[src/inc/tmt_pkg.sv]
// Shared constants and carriers for the timestamp modulo trigger block
package tmt_pkg;

    ////////////////////////////////////////////////////////////////////////
    // Register offsets (byte addresses, one 32-bit word each)
    localparam logic [7:0] REG_CTRL = 8'h00;
    localparam logic [7:0] REG_CMD = 8'h04;
    localparam logic [7:0] REG_START_LO = 8'h08;
    localparam logic [7:0] REG_START_HI = 8'h0c;
    localparam logic [7:0] REG_INTERVAL_LO = 8'h10;
    localparam logic [7:0] REG_INTERVAL_HI = 8'h14;
    localparam logic [7:0] REG_FIRST_LO = 8'h18;
    localparam logic [7:0] REG_FIRST_HI = 8'h1c;
    localparam logic [7:0] REG_SNAP_LO = 8'h20;
    localparam logic [7:0] REG_SNAP_HI = 8'h24;
    localparam logic [7:0] REG_MAC_LO = 8'h28;
    localparam logic [7:0] REG_MAC_HI = 8'h2c;
    localparam logic [7:0] REG_CLKID_LO = 8'h30;
    localparam logic [7:0] REG_CLKID_HI = 8'h34;
    localparam logic [7:0] REG_STATUS = 8'h38;

    ////////////////////////////////////////////////////////////////////////
    // Field positions
    localparam int CTRL_SYNC_BIT = 0;
    localparam int CTRL_RUN_BIT = 1;
    localparam int CTRL_TRIG_MODE_BIT = 2;
    localparam int CTRL_TRIG_SRC_LSB = 4;
    localparam int CMD_CLEAR_BIT = 0;
    localparam int CMD_SNAP_BIT = 1;
    localparam logic [1:0] TRIG_SRC_PERIODIC = 2'h1;

    ////////////////////////////////////////////////////////////////////////
    // Reset values
    localparam logic [63:0] START_RST = 64'h0;
    localparam logic [63:0] INTERVAL_RST = 64'h0;
    localparam logic [47:0] MAC_RST = 48'h0;
    localparam logic [15:0] EUI_FILL = 16'hfffe;

    ////////////////////////////////////////////////////////////////////////
    // Timing
    localparam int CLK_PERIOD_NS = 10;
    localparam int US_NS = 1000;
    localparam int US_CYCLES = US_NS / CLK_PERIOD_NS;
    localparam int PTP_TICK_NS = 8;
    localparam longint SETTLE_MS = 2000;
    localparam longint SETTLE_CYCLES = SETTLE_MS * 1000000 / CLK_PERIOD_NS;

    ////////////////////////////////////////////////////////////////////////
    // Carriers
    typedef struct packed {
        logic [7:0] addr;
        logic [31:0] wdata;
        logic wr;
        logic rd;
    } tmt_bus_req_type;

    typedef struct packed {
        logic valid;
        logic [47:0] mac;
    } tmt_peer_type;

    typedef struct packed {
        logic valid;
        logic [63:0] value;
    } tmt_ptp_load_type;

    typedef enum logic [1:0] {
        PER_IDLE,
        PER_SEEK,
        PER_ARMED,
        PER_RUN
    } tmt_per_state_type;

endpackage

[src/core/tmt_top.sv]
// Timestamp counters, periodic event generator, clock identity and master election
//
// Our own choices: the strobed register port and the register addresses.
`timescale 1ns/100ps
module tmt_top
    import tmt_pkg::*;
#(
    parameter longint SETTLE_COUNT = SETTLE_CYCLES
) (
    // Clock and reset
    input wire logic clk,
    input wire logic rst,
    // Register port
    input wire tmt_bus_req_type bus_req,
    output logic [31:0] rdata,
    // Precision-time engine
    input wire tmt_ptp_load_type ptp_load,
    input wire tmt_peer_type peer_info,
    // Outputs to acquisition and network logic
    output logic periodic_event,
    output logic acq_trigger,
    output logic clock_master,
    output logic [63:0] clock_identity
);

    ////////////////////////////////////////////////////////////////////////
    // Registers

    logic precision_sync_mode_q;
    logic run_q;
    logic trig_mode_q;
    logic [1:0] trig_src_q;
    logic [63:0] periodic_start_time_q;
    logic [63:0] periodic_interval_q;
    logic [63:0] first_event_time_q;
    logic [63:0] counter_snapshot_value_q;
    logic [47:0] mac_q;
    logic [31:0] rdata_q;
    logic first_done_q;

    // Decode
    wire wr_ctrl = bus_req.wr && bus_req.addr == REG_CTRL;
    wire wr_cmd = bus_req.wr && bus_req.addr == REG_CMD;
    wire wr_start_lo = bus_req.wr && bus_req.addr == REG_START_LO;
    wire wr_start_hi = bus_req.wr && bus_req.addr == REG_START_HI;
    wire wr_int_lo = bus_req.wr && bus_req.addr == REG_INTERVAL_LO;
    wire wr_int_hi = bus_req.wr && bus_req.addr == REG_INTERVAL_HI;
    wire wr_mac_lo = bus_req.wr && bus_req.addr == REG_MAC_LO;
    wire wr_mac_hi = bus_req.wr && bus_req.addr == REG_MAC_HI;
    wire counter_clear_command = wr_cmd && bus_req.wdata[CMD_CLEAR_BIT];
    wire counter_snapshot_command = wr_cmd && bus_req.wdata[CMD_SNAP_BIT];

    ////////////////////////////////////////////////////////////////////////
    // Tick generation

    logic [6:0] us_div_q;
    logic [3:0] ptp_res_q;
    wire us_tick = us_div_q == 7'(US_CYCLES - 1);
    wire [4:0] ptp_sum = 5'(ptp_res_q) + 5'(CLK_PERIOD_NS);
    // 10 ns clock carries one or two 8 ns units per cycle
    wire [1:0] ptp_step = (ptp_sum >= 5'(2 * PTP_TICK_NS)) ? 2'h2 : 2'h1;
    wire [4:0] ptp_res_next = ptp_sum - 5'(PTP_TICK_NS) * 5'(ptp_step);

    always_ff @(posedge clk) begin
        if (rst) begin
            us_div_q <= 7'h00;
            ptp_res_q <= 4'h0;
        end else begin
            us_div_q <= us_tick ? 7'h00 : us_div_q + 7'h01;
            ptp_res_q <= ptp_res_next[3:0];
        end
    end

    ////////////////////////////////////////////////////////////////////////
    // Counters

    logic [63:0] us_count;
    logic [63:0] ptp_count;
    // Precision counter never honours a user clear in sync mode
    wire ptp_clear = counter_clear_command && !precision_sync_mode_q;
    wire [63:0] sel_count = precision_sync_mode_q ? ptp_count : us_count;
    // Clear that actually zeroes the selected counter
    wire sel_cleared = counter_clear_command && !precision_sync_mode_q;

    tmt_ticker #(
        .WIDTH(64)
    ) u_us_ticker (
        .clk(clk),
        .rst(rst),
        .clear(counter_clear_command),
        .load(1'b0),
        .load_value(64'h0),
        .step({1'b0, us_tick}),
        .count(us_count)
    );

    tmt_ticker #(
        .WIDTH(64)
    ) u_ptp_ticker (
        .clk(clk),
        .rst(rst),
        .clear(ptp_clear),
        .load(ptp_load.valid),
        .load_value(ptp_load.value),
        .step(ptp_step),
        .count(ptp_count)
    );

    ////////////////////////////////////////////////////////////////////////
    // Periodic event generator

    tmt_per_state_type state_q;
    tmt_per_state_type state_d;
    logic [63:0] target_q;
    logic [63:0] target_d;
    logic event_q;
    logic fire;

    wire interval_ok = periodic_interval_q != 64'h0;
    // In run the stored value is the previous event, so a new interval applies next
    wire [63:0] run_goal = target_q + periodic_interval_q;
    // First value at or past the goal fires; a step over a boundary moves it on
    wire reached = sel_count >= ((state_q == PER_RUN) ? run_goal : target_q);

    always_comb begin
        state_d = state_q;
        target_d = target_q;
        fire = 1'b0;
        case (state_q)
            PER_IDLE: begin
                target_d = 64'h0;
                if (run_q && interval_ok) begin
                    state_d = PER_SEEK;
                end
            end
            PER_SEEK: begin
                // Step through multiples until strictly past start
                if (target_q > periodic_start_time_q) begin
                    state_d = PER_ARMED;
                end else begin
                    target_d = target_q + periodic_interval_q;
                end
            end
            PER_ARMED: begin
                // Stored target survives a clear; count must climb back to it
                if (reached && !sel_cleared) begin
                    fire = 1'b1;
                    state_d = PER_RUN;
                    target_d = target_q;
                end
            end
            PER_RUN: begin
                if (sel_cleared) begin
                    // Base zero, so the next goal is one interval after the clear
                    target_d = 64'h0;
                end else if (reached) begin
                    fire = 1'b1;
                    target_d = run_goal;
                end
            end
            default: begin
                state_d = PER_IDLE;
            end
        endcase
        if (!run_q || !interval_ok) begin
            state_d = PER_IDLE;
            fire = 1'b0;
        end
    end

    always_ff @(posedge clk) begin
        if (rst) begin
            state_q <= PER_IDLE;
            target_q <= 64'h0;
            event_q <= 1'b0;
        end else begin
            state_q <= state_d;
            target_q <= target_d;
            event_q <= fire;
        end
    end

    // First event value and done flag
    always_ff @(posedge clk) begin
        if (rst) begin
            first_event_time_q <= 64'h0;
            first_done_q <= 1'b0;
        end else if (fire && state_q == PER_ARMED) begin
            first_event_time_q <= sel_count;
            first_done_q <= 1'b1;
        end else if (state_q == PER_IDLE && state_d == PER_SEEK) begin
            first_done_q <= 1'b0;
        end
    end

    // Trigger to acquisition logic
    logic trig_q;
    wire trig_sel = trig_mode_q && trig_src_q == TRIG_SRC_PERIODIC;
    always_ff @(posedge clk) begin
        if (rst) begin
            trig_q <= 1'b0;
        end else begin
            trig_q <= fire && trig_sel;
        end
    end

    ////////////////////////////////////////////////////////////////////////
    // Clock identity and master election

    logic [47:0] best_peer_q;
    logic [31:0] settle_q;
    logic sync_prev_q;
    logic settled_q;
    logic master_q;
    logic [63:0] clkid_q;

    wire sync_rise = precision_sync_mode_q && !sync_prev_q;
    wire peer_lower = peer_info.valid && peer_info.mac < best_peer_q;
    wire [47:0] winner_mac = (mac_q < best_peer_q) ? mac_q : best_peer_q;
    wire [63:0] eui = {winner_mac[47:24], EUI_FILL, winner_mac[23:0]};

    always_ff @(posedge clk) begin
        if (rst) begin
            best_peer_q <= 48'hffffffffffff;
            settle_q <= 32'h0;
            sync_prev_q <= 1'b0;
            settled_q <= 1'b0;
            master_q <= 1'b0;
            clkid_q <= 64'h0;
        end else begin
            sync_prev_q <= precision_sync_mode_q;
            if (sync_rise) begin
                best_peer_q <= 48'hffffffffffff;
                settle_q <= 32'(SETTLE_COUNT);
                settled_q <= 1'b0;
            end else begin
                if (peer_lower) begin
                    best_peer_q <= peer_info.mac;
                end
                if (settle_q != 32'h0) begin
                    settle_q <= settle_q - 32'h1;
                end
                settled_q <= precision_sync_mode_q && settle_q == 32'h0;
            end
            master_q <= precision_sync_mode_q && mac_q < best_peer_q;
            clkid_q <= eui;
        end
    end

    ////////////////////////////////////////////////////////////////////////
    // Register writes

    always_ff @(posedge clk) begin
        if (rst) begin
            precision_sync_mode_q <= 1'b0;
            run_q <= 1'b0;
            trig_mode_q <= 1'b0;
            trig_src_q <= 2'h0;
            periodic_start_time_q <= START_RST;
            periodic_interval_q <= INTERVAL_RST;
            mac_q <= MAC_RST;
        end else begin
            if (wr_ctrl) begin
                precision_sync_mode_q <= bus_req.wdata[CTRL_SYNC_BIT];
                run_q <= bus_req.wdata[CTRL_RUN_BIT];
                trig_mode_q <= bus_req.wdata[CTRL_TRIG_MODE_BIT];
                trig_src_q <= bus_req.wdata[CTRL_TRIG_SRC_LSB +: 2];
            end
            if (wr_start_lo) periodic_start_time_q[31:0] <= bus_req.wdata;
            if (wr_start_hi) periodic_start_time_q[63:32] <= bus_req.wdata;
            if (wr_int_lo) periodic_interval_q[31:0] <= bus_req.wdata;
            if (wr_int_hi) periodic_interval_q[63:32] <= bus_req.wdata;
            if (wr_mac_lo) mac_q[31:0] <= bus_req.wdata;
            if (wr_mac_hi) mac_q[47:32] <= bus_req.wdata[15:0];
        end
    end

    // Snapshot keeps both halves coherent
    always_ff @(posedge clk) begin
        if (rst) begin
            counter_snapshot_value_q <= 64'h0;
        end else if (counter_snapshot_command) begin
            counter_snapshot_value_q <= sel_count;
        end
    end

    ////////////////////////////////////////////////////////////////////////
    // Register reads

    wire [31:0] ctrl_rd = {26'h0, trig_src_q, 1'b0, trig_mode_q, run_q, precision_sync_mode_q};
    wire [31:0] status_rd = {28'h0, first_done_q, settled_q, master_q, precision_sync_mode_q};
    logic [31:0] rd_mux;

    always_comb begin
        case (bus_req.addr)
            REG_CTRL: rd_mux = ctrl_rd;
            REG_START_LO: rd_mux = periodic_start_time_q[31:0];
            REG_START_HI: rd_mux = periodic_start_time_q[63:32];
            REG_INTERVAL_LO: rd_mux = periodic_interval_q[31:0];
            REG_INTERVAL_HI: rd_mux = periodic_interval_q[63:32];
            REG_FIRST_LO: rd_mux = first_event_time_q[31:0];
            REG_FIRST_HI: rd_mux = first_event_time_q[63:32];
            REG_SNAP_LO: rd_mux = counter_snapshot_value_q[31:0];
            REG_SNAP_HI: rd_mux = counter_snapshot_value_q[63:32];
            REG_MAC_LO: rd_mux = mac_q[31:0];
            REG_MAC_HI: rd_mux = {16'h0, mac_q[47:32]};
            REG_CLKID_LO: rd_mux = clkid_q[31:0];
            REG_CLKID_HI: rd_mux = clkid_q[63:32];
            REG_STATUS: rd_mux = status_rd;
            default: rd_mux = 32'h0;
        endcase
    end

    always_ff @(posedge clk) begin
        if (rst) begin
            rdata_q <= 32'h0;
        end else begin
            rdata_q <= bus_req.rd ? rd_mux : 32'h0;
        end
    end

    ////////////////////////////////////////////////////////////////////////
    // Outputs

    assign rdata = rdata_q;
    assign periodic_event = event_q;
    assign acq_trigger = trig_q;
    assign clock_master = master_q;
    assign clock_identity = clkid_q;

endmodule

[src/core/tmt_ticker.sv]
// Free-running 64-bit tick counter with clear, load and step input
`timescale 1ns/100ps
module tmt_ticker
    import tmt_pkg::*;
#(
    parameter int WIDTH = 64
) (
    // Clock and reset
    input wire logic clk,
    input wire logic rst,
    // Control
    input wire logic clear,
    input wire logic load,
    input wire logic [WIDTH-1:0] load_value,
    input wire logic [1:0] step,
    // Count
    output logic [WIDTH-1:0] count
);

    logic [WIDTH-1:0] count_q;
    logic [WIDTH-1:0] count_d;

    // Free run, no stop; clear beats load beats step
    assign count_d = clear ? '0 : load ? load_value : count_q + WIDTH'(step);
    assign count = count_q;

    always_ff @(posedge clk) begin
        if (rst) begin
            count_q <= '0;
        end else begin
            count_q <= count_d;
        end
    end

endmodule

[config.mk]
export PLATFORM = sky130hd
export DESIGN_NAME = tmt_top
export DESIGN_NICKNAME = d
export VERILOG_FILES = /design/src/inc/tmt_pkg.sv /design/src/core/tmt_top.sv /design/src/core/tmt_ticker.sv
export SDC_FILE = /design/constraint.sdc
export NUM_CORES = 2
export LEC_CHECK = 0
export ABC_AREA = 0
export ABC_CLOCK_PERIOD_IN_PS = 16700
export BUFFER_PORTS_ARGS = -buffer_cell sky130_fd_sc_hd__buf_2
export CAP_MARGIN = 10
export CORE_MARGIN = 2
export CORE_UTILIZATION = 65
export CTS_CLUSTER_DIAMETER = 40
export DETAILED_ROUTE_END_ITERATION = 8
export PLACE_DENSITY = 0.85
export SLEW_MARGIN = 20
export SYNTH_ARGS = -nofsm -noshare
export SYNTH_HDL_FRONTEND = slang
export SYNTH_SLANG_ARGS = --single-unit
export TNS_END_PERCENT = 1
[constraint.sdc]
create_clock -name clk -period 16.7 [get_ports clk]
set_clock_uncertainty 0.1 [all_clocks]
set_input_delay 5.01 -clock clk [delete_from_list [all_inputs] [get_ports clk]]
set_output_delay 5.01 -clock clk [all_outputs]
set_load 0.02 [all_outputs]
* Word-level counts from Yosys, hierarchy flattened *
Index checks and enable logic that the tools add are counted.

word-level totals
  logic and storage cells = 131
  bits in writable memories = 0
  bits in latches = 0
  memories = 0
  output and inout port bits = 99
  register bits after elaboration = 696
  memory bits (read-only) = 0

cells by class
  add/subtract/negate cells = 7
  muxes and demuxes = 25
  eq/ne operators = 22
  reductions and logical operators = 40
  $lt $le $gt $ge = 5
  bitwise operators = 2
  multipliers = 0
  shift operators = 0
  div/mod/pow operators = 0

operators by type and width
  kind                                                count
  case mux 32 bit (14 select lines)                   1
  2-to-1 mux 64 bit                                   6
  case mux 64 bit (3 select lines)                    1
  < comparator 48 bit                                 2
  adder 64 x 1 -> 64 bit                              1
  adder 64 x 2 -> 64 bit                              1
  adder 64 bit                                        1
  greater-or-equal comparator 64 bit                  1
  > comparator 64 bit                                 1
  nonzero test 64 bit                                 1
  == test 8 x 6 -> 1 bit, second input constant       7
  2-to-1 mux 28 bit                                   2
  2-to-1 mux 48 bit                                   1
  2-to-1 mux 40 bit                                   1
  == test 8 x 5 -> 1 bit, second input constant       4
  zero test 32 bit                                    1
  nonzero test 32 bit                                 1
  subtractor 32 x 1 -> 32 bit, second input constant  1
  logical AND 1 bit                                   21
  == test 8 x 4 -> 1 bit, second input constant       2
  2-to-1 mux 2 bit                                    5
  OR reduction 2 bit                                  5
  == test 8 x 3 -> 1 bit, second input constant       1
  zero test 8 bit                                     1
  18 further kinds                                    32

* Depth between registers and ports, before layout *
  depth in word-level cells = 13
  gate-level depth with buffers = 25

* By module *
From an unflattened synthesis, not the netlist that was laid out.

unflattened totals
  cell total of the unflattened synthesis = 4,656
  area total of the unflattened synthesis = 38,425.6 µm²

modules (own cells, without submodules)
  module      times used  area an instance (µm²)  cells an instance
  tmt_top     1           31,356.3                3,780
  tmt_ticker  2           3,534.6                 438

* Least setup slack after synthesis *
Ideal clock, no wire load.

  path type = input port to flip-flop
  start point = input port peer_info[33] (netlist bit)
  end point = register best_peer_q[38]
  setup time = 0.074 ns
  cell stages on the path = 12
  buffers on the path = 2
  setup slack = 9.455 ns
  arrival time = 7.070 ns
  required time = 16.526 ns
  path through = ha_1 > a21o_1 > a21o_1 > a21o_1 > a21o_1 > a21oi_1 > o21ai_0 > a22oi_1 > o211ai_1 > clkbuf_1 > buf_1 > a31oi_1

between the ends
  longest elaborated chain between the ends = 2

RTL lines
  item                  RTL line        source
  start, declared       tmt_top.sv:18   input wire tmt_peer_type peer_info,
  < comparator 48 bit   tmt_top.sv:218  wire peer_lower = peer_info.valid && peer_info.mac < best_peer_q;
  logical AND 1 bit     tmt_top.sv:218
  end signal, assigned  tmt_top.sv:238  best_peer_q <= peer_info.mac;
  end, declared         tmt_top.sv:210  logic [47:0] best_peer_q;

Every way passes these cells.
A chain may end at the register's enable or synchronous reset.

* Worst setup path in the final report *
  start point = input port peer_info[1] (netlist bit)
  end point = register best_peer_q[31]

Same word-level chain as after synthesis.

==> impl_metrics.csv <==
group,metric,value,unit
layout,nets,5065,
power,power-per-cell-area,99.2,nW/um2
placed_design,place_hpwl,102000,um
routing,drt-total-wl,143000,um
clock_tree,cts_tree,"yes",
synth,synthCells,4489,
synth,synth_area,37200,um2
synth,ys_warn_count,0,
clock_tree,postCtsSetupBuffers,0,
synth,synth_top_area_share,36.6,%
outcome,violations,"design-rule violations",
global_route,grt_max_degree,201,
floorplanning,rows,87,
setup_path,critical_path.startpoint,"peer_info[1]",
placed_design,dp_cells,5270,
clock_tree,cts_made_buffers,97,
synth,synth_nets,4941,
synth,avgSynthCellArea,8.29,um2
setup_path,path_common_cell,"a21o_1",
power,power.leakage,0.0175,uW
worst_hold_path,holdCritPathClass,"reg2reg",
clock_tree,cts-resized-gates,0,
synth,synth.most_common_cell,"dfxtp_1",
layout,area_growth_syn_to_layout,13.6,%
setup_path,ff2ff_path_depth,23,
global_route,grt.overflow.total,0,
power,vdd_drop_max,0.000142,V
setup_path,critPathMaxStageDelay,0.94,ns
clock_tree,clkSlewWorstSetupHoldPaths,0.06,ns
global_route,antenna_found_initial,16,
timing,rsz0062_at_grt,"no",
setup_path,startpoint_type,"input port",
global_route,met2_usage,65.2,%
global_route,grt_pass1_vias,33900,
global_route,track_usage,46.5,%
floorplanning,die_h,243,um
timing,finalMaxSlewViolations,0,
routing,drc,1,
synth,synth-async-reset-ratio,0,%
synth,ys_seq_area_share,36.6,%
global_route,grt_pass1_wl,210000,um
placed_design,gp_congestion,1.06,
run,maxCapViolCount,0,
synth,synth_edf_count,0,
setup_path,crit_arrival,8.51,ns
setup_path,regToRegEndpoint,"first_event_time_q[21]",
floorplanning,io_pins,257,
routing,avgRoutedWirePerCell,26.2,um
layout,drive_gt1_share,11.3,%
synth,synth_seq_cells,680,
setup_path,r2r_start,"periodic_interval_q[8]",
clock_tree,ctsHoldBuffers,0,
routing,drt_pass1_iterations,9,
layout,utilization,74.8,%
clock_tree,cts_sinks,680,
timing,timing.slew.headroom,13.3,%
synth,synth_common_cells,"680 x dfxtp_1, 549 x nand2_1, 467 x nor2_1",
worst_hold_path,holdPathEnd,"ptp_res_q[1]",
floorplanning,fp.coreArea,56500,um2
setup_path,slowest_stage,"a211oi_1",
clock_tree,clk_path_buf_depth,3,
setup_path,crit_path_cell_trace,"buf_2 > ha_1 > a21o_1 > a21o_1 > a21oi_1 > o21ai_0 > a41o_1 > a211oi_1 > o211ai_1 > buf_4 > nor3_1 > a31oi_1",
setup_path,rrSetupSlack,8.67,ns
setup_path,required,17.12,ns
routing,dr.first_iter.drc_count,5603,
worst_hold_path,min_path_cells,1,
clock_tree,htree_levels,3,
layout,final_cells,5451,
clock_tree,clockRootBuffer,"clkbuf_16",
timing,worstMarginPinSlew,1.26,ns
routing,route.vias.total,37100,
floorplanning,start_util,65.8,%
global_route,busiest_layer,"met2",
clock_tree,clkLatencyLatePin,0.68,ns
power,total_power,4190,uW
synth,yosys.area.top_type,"dfxtp_1",
timing,fin_ws,8.61,ns
global_route,met3_usage,17.2,%
synth,ys_types,87,
global_route,use_met1,58.2,%
floorplanning,die_x,243,um
timing,fmax,124,MHz
outcome,status,"complete, but fails checks",
placed_design,portBuffers,255,
timing,fin_crit_sh,48.4,%
timing,finalSetupViolations,0,
worst_hold_path,min_from,"ptp_res_q[1]",
routing,post_drt_via_cell_ratio,6.81,
synth,synth_area_leaders,"dfxtp_1 37%, ha_1 9.8%, nand2_1 5.5%",
placed_design,dp_slack,8.31,ns
setup_path,end_kind,"flop",
setup_path,crit_type,"in2reg",
routing,ant_nets,0,
timing,hold_viol,0,
synth,ys.flop_type,"dfxtp_1",
floorplanning,fp.dieArea,59200,um2
timing,setup-tns-final,0,ns
timing,period_needed,8.09,ns
setup_path,crit_fanout,96,
==> cell families after synthesis <==
logic type                 synth area share, %
AOI/OAI and AO/OA                         20.8
and+or+nand+nor                           18.2
adders and majority gates                 9.93
xor gates and xnor gates                  4.45
other                                   0.0101
buffers and inverters                     5.19
DFF                                       36.6
muxes                                     4.82
==> how the worst max path moves through the flow <==
| stage | slack (ns) | depth (start not counted) | to |
|---|---|---|---|
| 3_5_place_dp | 8.31 | 12 | best_peer_q[35] |
| 5_1_grt | 8.19 | 23 | first_event_time_q[62] |
| 6_report | 8.61 | 12 | best_peer_q[31] |
| 4_1_cts | 8.93 | 12 | best_peer_q[31] |
| 2_1_floorplan | 9.46 | 12 | best_peer_q[38] |
| 3_3_place_gp | 8.43 | 12 | best_peer_q[21] |
==> routing by layer <==
metal	share of wire, %	wire, um	up-vias
met5	0.053	75	-
met2	40	56800	2790
met4	9.3	13300	12
met1	36	51500	17200
met3	15	21000	714
li1	-	-	16400
==> through the flow <==
stage / instance area (um2) / hold slack (ns)
global placement: 38800 / 0.327
floorplan: 37200 / 0.305
global route: 42300 / 0.357
finish: 42300 / 0.347
detailed placement: 38800 / 0.326
CTS: 42200 / 0.342
==> state kept, by name, summed over array words and instances, names as in the netlist, 49 cells and up <==
| register | cells |
|---|---|
| counter_snapshot_value_q | 64 |
| first_event_time_q | 64 |
| periodic_interval_q | 64 |
| periodic_start_time_q | 64 |
| target_q | 64 |
| u_ptp_ticker.count | 64 |
| u_us_ticker.count | 64 |
| clock_identity | 49 |
==> where the power goes <==
group	total, uW	internal, uW	switching, uW
clock network	2190	1330	859
registers	1710	1660	41.5
logic	296	111	185
==> placed cells by master, fill, tap and decap left out, types with 11 or more instances in the layout <==
master,instances
clkbuf_16,97
a221oi_1,81
inv_6,15
a21o_1,90
nor2_1,454
o21ai_0,96
or4_1,13
a31oi_1,92
nor3_1,73
nor2b_1,24
nand3_1,93
o21bai_1,13
ha_1,292
nand2b_1,11
dfxtp_1,679
nor2_2,11
a22o_1,119
and4_1,14
xor2_1,109
inv_1,218
clkinvlp_4,11
mux2i_1,175
xnor2_1,80
bufinv_16,13
a21oi_1,401
nand2_1,544
or3_1,33
and3_1,35
o211ai_1,11
buf_2,253
a211oi_1,150
buf_4,41
o21a_1,12
nand4_1,91
a222oi_1,18
nor4_1,33
==> final cells by class <==
cell class | count | area, um2
Clock buffer | 110 | 2570
Timing Repair Buffer | 297 | 1620
Antenna cell | 3 | 7.51
Inverter | 221 | 830
Tap cell | 756 | 946
Fill cell | 4102 | 14200
Multi-Input combinational cell | 3316 | 21800
Clock inverter | 68 | 916
Sequential cell | 680 | 13600
==> worst max-delay path, delay by kind of cell <==
kind	cells	cell delay (ns)
AO/OA/AOI/OAI	8	2.30
adder cells (fa/ha/maj)	1	0.30
buffers and inverters	2	0.57
AND/OR/NAND/NOR	1	0.30
(Power assumes the default switching activity.)
